`config.mk`:
```
export PLATFORM = sky130hd
export DESIGN_NAME = front_panel
export DESIGN_NICKNAME = d
export VERILOG_FILES = /design/src/hw/panel_pkg.sv /design/src/hw/front_panel.sv
export VERILOG_INCLUDE_DIRS = /design/src /design/src/hw
export SDC_FILE = /design/constraint.sdc
export NUM_CORES = 1
export LEC_CHECK = 0
export BUFFER_PORTS_ARGS = -buffer_cell sky130_fd_sc_hd__buf_4
export CORE_MARGIN = 4
export CORE_UTILIZATION = 58
export DETAILED_ROUTE_END_ITERATION = 8
export MAX_ROUTING_LAYER = met4
export PLACE_DENSITY = 0.84
export SYNTH_ARGS = -nofsm -noshare
export SYNTH_HDL_FRONTEND = slang
export SYNTH_SLANG_ARGS = --single-unit
```
`constraint.sdc`:
```
create_clock -name core_clk_i -period 11.22 [get_ports core_clk_i]
set_input_delay 1.122 -clock core_clk_i [delete_from_list [all_inputs] [get_ports core_clk_i]]
set_output_delay 1.122 -clock core_clk_i [all_outputs]
set_load 0.03 [all_outputs]
```
`src/hw/panel_consts.svh`:
```
// Constants for the front-panel supervision block
// ****************************************************************
// Overview of operation
// - Power lamp lit while supply good and delivering
// - Status dark normally, errors flash counted groups
// - Activity lamp blinks on Ethernet receive or transmit
// - Speed lamp lit at 100, dark at 10
// - User lamps B-D: 0 off, 1 green, 2 red
// - User lamp A shows value 2 as 1
// - Self test runs seconds, network left undisturbed
// - Failed self test keeps device off the network
// - Self test failure flashed on status lamp
// - Power/status five seconds, user lamps fifteen, ready
// - Switches 3-5 readable, no built-in effect
// - Switches 1-2 readable, disabled on largest variant
// - Switches 6-8 sampled only at boot
// - Several boot switches on: lowest one wins
// - Inhibit switch stops user program at startup
// - Recovery boot: no runtime, no I/O data
// - Address reset switch restores network settings
// - Serial channels one to four are ports 0-3
// - Channels one-three RS-232, channel four RS-485
// - Up to 24 remote banks over RS-485
// ****************************************************************
`ifndef PANEL_CONSTS_SVH
`define PANEL_CONSTS_SVH

// ****************************************************************
// Timing
// ****************************************************************
`define CLK_HZ 10000000
`define CYC_PER_MS (`CLK_HZ / 1000)
`define CHECK_TIME_MS 5000
`define CHECK_CYC (`CHECK_TIME_MS * `CYC_PER_MS)
`define START_TIME_MS 15000
`define START_CYC (`START_TIME_MS * `CYC_PER_MS)
`define ACT_TIME_MS 30
`define ACT_CYC (`ACT_TIME_MS * `CYC_PER_MS)
`define FLASH_ON_MS 250
`define FLASH_ON_CYC (`FLASH_ON_MS * `CYC_PER_MS)
`define FLASH_OFF_MS 250
`define FLASH_OFF_CYC (`FLASH_OFF_MS * `CYC_PER_MS)
`define FLASH_PAUSE_MS 1500
`define FLASH_PAUSE_CYC (`FLASH_PAUSE_MS * `CYC_PER_MS)

// ****************************************************************
// Register map and fields
// ****************************************************************
`define REG_USER_LED 4'h0
`define REG_ERR_CODE 4'h1
`define REG_STATUS 4'h2
`define REG_PORT_INFO 4'h3
`define LAMP_OFF 2'h0
`define LAMP_GREEN 2'h1
`define LAMP_RED 2'h2
`define CHECK_FAIL_CODE 4'h3
`define UNCONF_CODE 4'h1
`define RS485_PORT 2'h3
`define MAX_BANKS 8'h18

`endif

```
`src/hw/panel_pkg.sv`:
```
// Types shared by the front-panel supervision block
package panel_pkg;

  typedef enum logic [2:0] {
    ST_CHECK,
    ST_UNCONF,
    ST_START,
    ST_RUN,
    ST_FAIL
  } boot_state_t;

  typedef struct packed {
    logic addr_reset;
    logic recovery;
    logic inhibit;
  } boot_opts_t;

  typedef struct packed {
    logic red;
    logic green;
  } lamp_t;

endpackage

```
`src/hw/front_panel.sv`:
```
// Front-panel lamps, boot sequencing and option switch capture
`timescale 1ns/1ns
`include "panel_consts.svh"

module front_panel #(
  parameter int unsigned CHECK_CYC = `CHECK_CYC,
  parameter int unsigned START_CYC = `START_CYC,
  parameter int unsigned ACT_CYC = `ACT_CYC,
  parameter int unsigned FLASH_ON_CYC = `FLASH_ON_CYC,
  parameter int unsigned FLASH_OFF_CYC = `FLASH_OFF_CYC,
  parameter int unsigned FLASH_PAUSE_CYC = `FLASH_PAUSE_CYC,
  parameter bit LARGE_VARIANT = 1'b0
) (
  input wire logic core_clk_i,
  input wire logic rst_i,
  input wire logic supply_ok_i,
  input wire logic io_power_i,
  input wire logic rx_act_i,
  input wire logic tx_act_i,
  input wire logic link_100_i,
  input wire logic check_fail_i,
  input wire logic configured_i,
  input wire logic [7:0] option_sw_i,
  input wire logic [3:0] addr_i,
  input wire logic [31:0] wdata_i,
  input wire logic wr_i,
  input wire logic rd_i,
  output logic [31:0] rdata_o,
  output logic power_lamp_o,
  output logic status_lamp_o,
  output logic link_activity_lamp_o,
  output logic speed_lamp_o,
  output panel_pkg::lamp_t [3:0] user_lamp_o,
  output logic module_ready_o,
  output logic net_enable_o,
  output logic io_access_o,
  output logic runtime_start_o,
  output logic user_prog_en_o,
  output logic network_address_reset_o
);

  // ****************************************************************
  // Functions
  // ****************************************************************
  function automatic panel_pkg::boot_opts_t pick_opt(
    input logic [2:0] sw
  );
    panel_pkg::boot_opts_t o;
    o = '0;
    if (sw[0]) begin
      o.inhibit = 1'b1;
    end else if (sw[1]) begin
      o.recovery = 1'b1;
    end else if (sw[2]) begin
      o.addr_reset = 1'b1;
    end
    return o;
  endfunction

  function automatic panel_pkg::lamp_t lamp_dec(
    input logic [1:0] v,
    input logic is_a
  );
    panel_pkg::lamp_t l;
    l = '0;
    if (v == `LAMP_GREEN) begin
      l.green = 1'b1;
    end else if (v == `LAMP_RED) begin
      // Lamp A has no red drive; 2 shows as green
      l.green = is_a;
      l.red = !is_a;
    end
    return l;
  endfunction

  // ****************************************************************
  // State
  // ****************************************************************
  panel_pkg::boot_state_t state_ff;
  logic [31:0] seq_cnt_ff;
  logic sampled_ff;
  panel_pkg::boot_opts_t opts_ff;
  logic [7:0] user_led_ff;
  logic [3:0] err_code_ff;
  logic [3:0] flash_code;
  logic [3:0] flash_cnt_ff;
  logic [31:0] flash_tmr_ff;
  logic flash_on_ff;
  logic flash_pause_ff;
  logic [31:0] act_tmr_ff;
  logic [31:0] rd_mux;
  logic [4:0] user_sw;
  logic [3:0] rs485_map;

  // ****************************************************************
  // Boot sequence
  // ****************************************************************
  // Self test never touches the link; only a failure drops it
  always_ff @(posedge core_clk_i or posedge rst_i) begin
    if (rst_i) begin
      state_ff <= panel_pkg::ST_CHECK;
      seq_cnt_ff <= 32'h0000_0000;
    end else begin
      unique case (state_ff)
        panel_pkg::ST_CHECK: begin
          if (seq_cnt_ff == CHECK_CYC - 1) begin
            seq_cnt_ff <= 32'h0000_0000;
            if (check_fail_i) begin
              state_ff <= panel_pkg::ST_FAIL;
            end else if (configured_i) begin
              state_ff <= panel_pkg::ST_START;
            end else begin
              state_ff <= panel_pkg::ST_UNCONF;
            end
          end else begin
            seq_cnt_ff <= seq_cnt_ff + 32'h0000_0001;
          end
        end
        panel_pkg::ST_UNCONF: begin
          if (configured_i) begin
            state_ff <= panel_pkg::ST_START;
          end
        end
        panel_pkg::ST_START: begin
          if (seq_cnt_ff == START_CYC - 1) begin
            seq_cnt_ff <= 32'h0000_0000;
            state_ff <= panel_pkg::ST_RUN;
          end else begin
            seq_cnt_ff <= seq_cnt_ff + 32'h0000_0001;
          end
        end
        panel_pkg::ST_RUN: begin
          state_ff <= panel_pkg::ST_RUN;
        end
        panel_pkg::ST_FAIL: begin
          state_ff <= panel_pkg::ST_FAIL;
        end
      endcase
    end
  end

  // ****************************************************************
  // Boot option capture
  // ****************************************************************
  // Caught once at the first edge after release, never again
  always_ff @(posedge core_clk_i or posedge rst_i) begin
    if (rst_i) begin
      sampled_ff <= 1'b0;
      opts_ff <= '0;
    end else if (!sampled_ff) begin
      sampled_ff <= 1'b1;
      opts_ff <= pick_opt(option_sw_i[7:5]);
    end
  end

  // ****************************************************************
  // Software registers
  // ****************************************************************
  always_ff @(posedge core_clk_i or posedge rst_i) begin
    if (rst_i) begin
      user_led_ff <= 8'h00;
      err_code_ff <= 4'h0;
    end else if (wr_i) begin
      if (addr_i == `REG_USER_LED) begin
        user_led_ff <= wdata_i[7:0];
      end
      if (addr_i == `REG_ERR_CODE) begin
        err_code_ff <= wdata_i[3:0];
      end
    end
  end

  assign user_sw = {option_sw_i[4:2],
                    option_sw_i[1:0] & {2{!LARGE_VARIANT}}};

  genvar gp;
  generate
    for (gp = 0; gp < 4; gp++) begin : g_port
      // Port index gp is serial channel gp+1
      assign rs485_map[gp] = (gp == `RS485_PORT);
    end
  endgenerate

  always_comb begin
    rd_mux = 32'h0000_0000;
    unique case (addr_i)
      `REG_USER_LED: rd_mux[7:0] = user_led_ff;
      `REG_ERR_CODE: rd_mux[3:0] = err_code_ff;
      `REG_STATUS: begin
        rd_mux[4:0] = user_sw;
        rd_mux[7:5] = opts_ff;
        rd_mux[8] = (state_ff == panel_pkg::ST_FAIL);
        rd_mux[9] = module_ready_o;
        rd_mux[10] = link_100_i;
      end
      `REG_PORT_INFO: begin
        rd_mux[3:0] = rs485_map;
        rd_mux[15:8] = `MAX_BANKS;
      end
      default: rd_mux = 32'h0000_0000;
    endcase
  end

  // Read data stand only in the cycle after the strobe
  always_ff @(posedge core_clk_i or posedge rst_i) begin
    if (rst_i) begin
      rdata_o <= 32'h0000_0000;
    end else begin
      rdata_o <= rd_i ? rd_mux : 32'h0000_0000;
    end
  end

  // ****************************************************************
  // Status flash engine
  // ****************************************************************
  always_comb begin
    unique case (state_ff)
      panel_pkg::ST_FAIL: flash_code = `CHECK_FAIL_CODE;
      panel_pkg::ST_UNCONF: flash_code = `UNCONF_CODE;
      panel_pkg::ST_RUN: flash_code = err_code_ff;
      default: flash_code = 4'h0;
    endcase
  end

  // A code change mid-group takes effect in that group; code 0 clears it at once
  always_ff @(posedge core_clk_i or posedge rst_i) begin
    if (rst_i) begin
      flash_cnt_ff <= 4'h0;
      flash_tmr_ff <= 32'h0000_0000;
      flash_on_ff <= 1'b0;
      flash_pause_ff <= 1'b0;
    end else if (flash_code == 4'h0) begin
      flash_cnt_ff <= 4'h0;
      flash_tmr_ff <= 32'h0000_0000;
      flash_on_ff <= 1'b0;
      flash_pause_ff <= 1'b0;
    end else if (flash_tmr_ff != 32'h0000_0000) begin
      flash_tmr_ff <= flash_tmr_ff - 32'h0000_0001;
    end else if (flash_on_ff) begin
      flash_on_ff <= 1'b0;
      flash_tmr_ff <= FLASH_OFF_CYC - 1;
    end else if (flash_pause_ff) begin
      flash_pause_ff <= 1'b0;
    end else if (flash_cnt_ff >= flash_code) begin
      flash_cnt_ff <= 4'h0;
      flash_pause_ff <= 1'b1;
      flash_tmr_ff <= FLASH_PAUSE_CYC - 1;
    end else begin
      flash_cnt_ff <= flash_cnt_ff + 4'h1;
      flash_on_ff <= 1'b1;
      flash_tmr_ff <= FLASH_ON_CYC - 1;
    end
  end

  // ****************************************************************
  // Link activity stretch
  // ****************************************************************
  // Stretched so a single frame stays visible to the eye
  always_ff @(posedge core_clk_i or posedge rst_i) begin
    if (rst_i) begin
      act_tmr_ff <= 32'h0000_0000;
    end else if (rx_act_i || tx_act_i) begin
      act_tmr_ff <= ACT_CYC - 1;
    end else if (act_tmr_ff != 32'h0000_0000) begin
      act_tmr_ff <= act_tmr_ff - 32'h0000_0001;
    end
  end

  // ****************************************************************
  // Lamp and control outputs
  // ****************************************************************
  always_ff @(posedge core_clk_i or posedge rst_i) begin
    if (rst_i) begin
      power_lamp_o <= 1'b0;
      status_lamp_o <= 1'b0;
      link_activity_lamp_o <= 1'b0;
      speed_lamp_o <= 1'b0;
    end else begin
      power_lamp_o <= supply_ok_i && io_power_i;
      status_lamp_o <= (state_ff == panel_pkg::ST_CHECK)
                       || flash_on_ff;
      link_activity_lamp_o <= rx_act_i || tx_act_i
                              || (act_tmr_ff != 32'h0000_0000);
      speed_lamp_o <= link_100_i;
    end
  end

  genvar gl;
  generate
    for (gl = 0; gl < 4; gl++) begin : g_lamp
      always_ff @(posedge core_clk_i or posedge rst_i) begin
        if (rst_i) begin
          user_lamp_o[gl] <= '0;
        end else if (state_ff == panel_pkg::ST_START) begin
          user_lamp_o[gl] <= lamp_dec(`LAMP_GREEN, 1'b0);
        end else if (state_ff == panel_pkg::ST_RUN) begin
          user_lamp_o[gl] <= lamp_dec(user_led_ff[2*gl +: 2],
                                      gl == 0);
        end else begin
          user_lamp_o[gl] <= '0;
        end
      end
    end
  endgenerate

  always_ff @(posedge core_clk_i or posedge rst_i) begin
    if (rst_i) begin
      module_ready_o <= 1'b0;
      net_enable_o <= 1'b0;
      io_access_o <= 1'b0;
      runtime_start_o <= 1'b0;
      user_prog_en_o <= 1'b0;
      network_address_reset_o <= 1'b0;
    end else begin
      module_ready_o <= state_ff == panel_pkg::ST_RUN;
      net_enable_o <= state_ff != panel_pkg::ST_FAIL;
      io_access_o <= (state_ff == panel_pkg::ST_RUN)
                     && !opts_ff.recovery;
      runtime_start_o <= (state_ff == panel_pkg::ST_START
                          || state_ff == panel_pkg::ST_RUN)
                         && !opts_ff.recovery;
      user_prog_en_o <= (state_ff == panel_pkg::ST_RUN)
                        && !opts_ff.recovery
                        && !opts_ff.inhibit;
      network_address_reset_o <= opts_ff.addr_reset;
    end
  end

  // ****************************************************************
  // Assertions
  // ****************************************************************
  property p_power;
    @(posedge core_clk_i) disable iff (rst_i)
    !(supply_ok_i && io_power_i) |=> !power_lamp_o;
  endproperty
  a_power: assert property (p_power)
    else $error("power lamp lit without good supply");

  property p_status_dark;
    @(posedge core_clk_i) disable iff (rst_i)
    (state_ff == panel_pkg::ST_RUN && err_code_ff == 4'h0) [*2]
      |=> !status_lamp_o;
  endproperty
  a_status_dark: assert property (p_status_dark)
    else $error("status lamp lit with no error");

  property p_activity;
    @(posedge core_clk_i) disable iff (rst_i)
    $rose(rx_act_i || tx_act_i) |=> link_activity_lamp_o [*2];
  endproperty
  a_activity: assert property (p_activity)
    else $error("activity lamp did not light");

  property p_speed;
    @(posedge core_clk_i) disable iff (rst_i)
    !$past(rst_i) |-> speed_lamp_o == $past(link_100_i);
  endproperty
  a_speed: assert property (p_speed)
    else $error("speed lamp disagrees with link rate");

  property p_lamp_b_red;
    @(posedge core_clk_i) disable iff (rst_i)
    (state_ff == panel_pkg::ST_RUN && user_led_ff[3:2] == `LAMP_RED)
      |=> user_lamp_o[1].red && !user_lamp_o[1].green;
  endproperty
  a_lamp_b_red: assert property (p_lamp_b_red)
    else $error("lamp B not red for value 2");

  property p_lamp_a_two;
    @(posedge core_clk_i) disable iff (rst_i)
    (state_ff == panel_pkg::ST_RUN && user_led_ff[1:0] == `LAMP_RED)
      |=> user_lamp_o[0].green && !user_lamp_o[0].red;
  endproperty
  a_lamp_a_two: assert property (p_lamp_a_two)
    else $error("lamp A did not show 2 as green");

  property p_fail_off_net;
    @(posedge core_clk_i) disable iff (rst_i)
    state_ff == panel_pkg::ST_FAIL |=> !net_enable_o;
  endproperty
  a_fail_off_net: assert property (p_fail_off_net)
    else $error("network enabled after self test failure");

  property p_opts_frozen;
    @(posedge core_clk_i) disable iff (rst_i)
    sampled_ff |=> $stable(opts_ff);
  endproperty
  a_opts_frozen: assert property (p_opts_frozen)
    else $error("boot options changed after capture");

  property p_one_opt;
    @(posedge core_clk_i) disable iff (rst_i)
    $rose(sampled_ff) |-> $countones(opts_ff) <= 1;
  endproperty
  a_one_opt: assert property (p_one_opt)
    else $error("more than one boot option honoured");

  property p_recovery;
    @(posedge core_clk_i) disable iff (rst_i)
    opts_ff.recovery |=> !io_access_o && !runtime_start_o;
  endproperty
  a_recovery: assert property (p_recovery)
    else $error("recovery boot left runtime or I/O enabled");

  property p_start_lamps;
    @(posedge core_clk_i) disable iff (rst_i)
    $rose(state_ff == panel_pkg::ST_START)
      |=> user_lamp_o[3].green && !module_ready_o;
  endproperty
  a_start_lamps: assert property (p_start_lamps)
    else $error("user lamps not lit during startup");

endmodule

```
==> flow_summary.toml <==
[synthesis]
synth_enable_flop_cells = 0
synthArstFlopShare_pct = 100
ys.flop_type = "dfrtp_1"
synth_warnings = 0
yosys_register_bits = 150
synth.top_cells.by_area = "dfrtp_1 (50%), xnor2_1 (4.5%), nor2_1 (3.7%)"
synth_cell_type_count = 63
syn-instance-count = 756
yosys.area.top_type = "dfrtp_1"
yosysTopAreaCellShare_pct = 49.8
synth_seq_area_share_pct = 49.8
syn_area_sq_mm = 0.00754
synthesis.area_per_instance_sq_um = 9.97

[global_route]
globalRoute.totalOverflow = 0
top_usage_layer = "met2"
grt.met1_usage_pct = 30.4
grt_first_pass_wirelength_mm = 28.8
first_global_vias = 6094
grt_use_met3_pct = 6.04
grt_max_degree = 86
globalRouteTotalUtil_pct = 25.0
use_met2_pct = 40.1
initial_antenna_violation_count = 0

[critical_path]
path_class = "flip-flop to flip-flop"
reg2regPathDepth = 5
required_time_at_the_endpoint_of_the_critical_path_ns = 11.56
crit_path_start_kind = "flip-flop"
r2r-start = "act_tmr_ff[6]"
nature_of_the_critical_path_endpoint = "flip-flop"
rr_endpoint = "act_tmr_ff[23]"
crit_arrival_ns = 3.58
r2r_setup_slack_ns = 7.98
critPathMaxFanout = 12

[final_layout]
final_common_cell = "dfrtp_1"
ff_latch_area_sq_mm = 0.00375
fillerInstances = 961
proportion_of_layout_cells_with_a_drive_suffix_above_1_pct = 15.3
antenna_cells = 0
areaGrowthSynthToFinish_pct = 13.9
multi_input_area_sq_mm = 0.00350
stdcell_area_sq_mm = 0.00858
final_cell_mix = "dfrtp_1 (150), nor2_1 (74), buf_4 (62), nand2_1 (52), xnor2_1 (39)"
finalNetCount = 870

[hold_path]
hold_path.class = "flip-flop to flip-flop"
min_to = "network_address_reset_o"
hold_depth = 0
worst_hold_startpoint = "opts_ff[2]"

[clock_tree]
clk_root_buffer_cell = "clkbuf_16"
num_cts_buffers = 17
clk_pin_slew_ns = 0.06
postCtsSetupRepairBufs = 0
worstSkewPairLatency_ns = 0.44
cts.htree.levels = 4
cts_hold_repair.buffers = 0
clock_path_buffers = 2
cts_tree = "done"
ctsResizeCount = 0
clock_sink_total = 150

[sta]
timing_max_transition_violations_final = 0
timing.hold.ws_ns = 0.416
timing.clock.skew_ns = 0.0160
measured_slew_at_the_worst_slew_check_pin_ns = 0.997
fmax_ghz = 0.308
setup_viol = 0
period_needed_ns = 3.24
fin_setup_tns_ns = 0
normalized_max_slew_margin_pct = 33.4
timing.final.crit_share_pct = 28.9
rsz_0062_raised_after_global_routing = "false"
final-hold-violation-count = 0

[drt]
vias_per_cell = 6.21
routed-via-count = 6150
wirelength_mm = 17.2
drt_first_pass_iters = 5
route.antenna.remaining_nets = 0
drc = 0
route.detailed.wl_per_inst_um = 17.3
drt_iter0_markers = 665

[floorplanning]
ioPinCount = 105
count_of_standard_cell_rows = 41
initial_util_pct = 59.5
core-area_sq_mm = 0.0127
fp.dieArea_sq_mm = 0.0149
die_x_um = 122
die_y_um = 122

[status]
outcome = "completed"

[placement]
placement.cell_area_sq_mm = 0.00801
gpl.final_weighted_congestion = 0.931
detailedPlacementHpwl_mm = 11.5
port_buffers = 60

[job]
cap_viol_max_count = 0

[power_and_ir_drop]
power.density_cell_area_mw_per_mm2 = 299
static-leakage-power_nw = 3.78
vdd_drop_max_mv = 0.205
-- report_power, final --
part / switching (W) / leakage [nW] / internal, W
logic: 0.000820 / 1.55 / 0.000474
clock network: 0.000226 / 0.279 / 0.000331
registers: 0.0000907 / 1.95 / 0.000627
-- logic make-up (layout without fill, tap and decap cells) --
kind of cell	after synthesis	after routing	synth area share [%]
adder cells (fa/ha/maj)	9	9	1.49
buffers and inverters	69	112	4.73
AND/OR/NAND/NOR	327	327	23.4
XOR/XNOR	54	54	6.27
multiplexers	20	20	2.87
flip-flops	150	150	49.8
other	2	21	0.0996
AO/OA/AOI/OAI	125	125	11.3
-- registers in the layout (all words and copies together), names as in the netlist, 3 cells and up --
name / cells
act_tmr_ff: 32
flash_tmr_ff: 32
seq_cnt_ff: 32
rdata_o: 12
user_led_ff: 8
user_lamp_o: 7
err_code_ff: 4
flash_cnt_ff: 4
opts_ff: 3
state_ff: 3
-- cells in the mapped netlist, types with 3 or more instances --
master / instances
nor4b_1: 3
nand2_1: 52
nor3_1: 26
o31ai_1: 17
a211oi_1: 6
and2_1: 7
o311ai_0: 4
a31oi_1: 8
xor2_1: 15
nor2b_1: 4
o21ai_0: 20
or4_1: 16
a21o_1: 3
or3_1: 16
dfrtp_1: 150
buf_4: 21
and3_1: 11
xnor2_1: 39
ha_1: 9
inv_1: 19
nor3b_1: 5
buf_2: 3
o41ai_1: 6
a2111oi_0: 4
nand3_1: 33
a21boi_0: 3
nand4_1: 21
mux2i_1: 7
and4_1: 6
a221oi_1: 3
nand2b_1: 7
clkbuf_1: 24
mux2_2: 13
nor4_1: 24
o211ai_1: 3
nor2_1: 74
or2_2: 7
a21oi_1: 32
-- layout make-up --
cell class / count / area share (%)
tap: 172 / 2.51
inverter: 19 / 0.889
multi-input combinational: 556 / 40.8
timing repair buffer: 62 / 5.42
sequential: 150 / 43.7
clock inverter: 12 / 1.52
clock buffer: 19 / 5.16
-- worst max-delay path, stage by stage (launching register included) --
cell and delay (ns):
dfrtp_1 0.42, nor4_1 0.82, nand3_1 0.57, o211ai_1 0.88, o21ai_0 0.24, a21oi_1 0.22
-- layer usage --
layer  vias to the layer above  share of wire (%)
li1                       2828                  -
met1                      3030                 40
met2                       257                 51
met3                        35                6.3
met4                         0                2.1
met5                         -                  0
-- worst max path at each step --
stage	to	startpoint	slack [ns]	cells past startpoint
2_1_floorplan	act_tmr_ff[0]	rst_i	6.06	1
3_3_place_gp	act_tmr_ff[31]	tx_act_i	7.88	6
3_5_place_dp	act_tmr_ff[23]	tx_act_i	7.75	6
4_1_cts	flash_tmr_ff[22]	state_ff[2]	8.10	9
5_1_grt	act_tmr_ff[23]	act_tmr_ff[4]	7.84	5
6_report	act_tmr_ff[23]	act_tmr_ff[6]	7.98	5
-- stage by stage --
| stage | total power, W | worst slack (ns) | utilization (%) | cells |
|---|---|---|---|---|
| 6_report | 0.00257 | 7.98 | 67.7 | 990 |
| 5_1_grt | 0.00273 | 7.84 | 67.7 | 990 |
| 4_1_cts | 0.00256 | 8.10 | 67.7 | 990 |
| 3_5_place_dp | 0.00198 | 7.75 | 63.2 | 959 |
| 3_3_place_gp | 0.00192 | 7.88 | 63.2 | 959 |
| 2_1_floorplan | 0.00176 | 6.06 | - | 775 |
(Power assumes the default switching activity.)
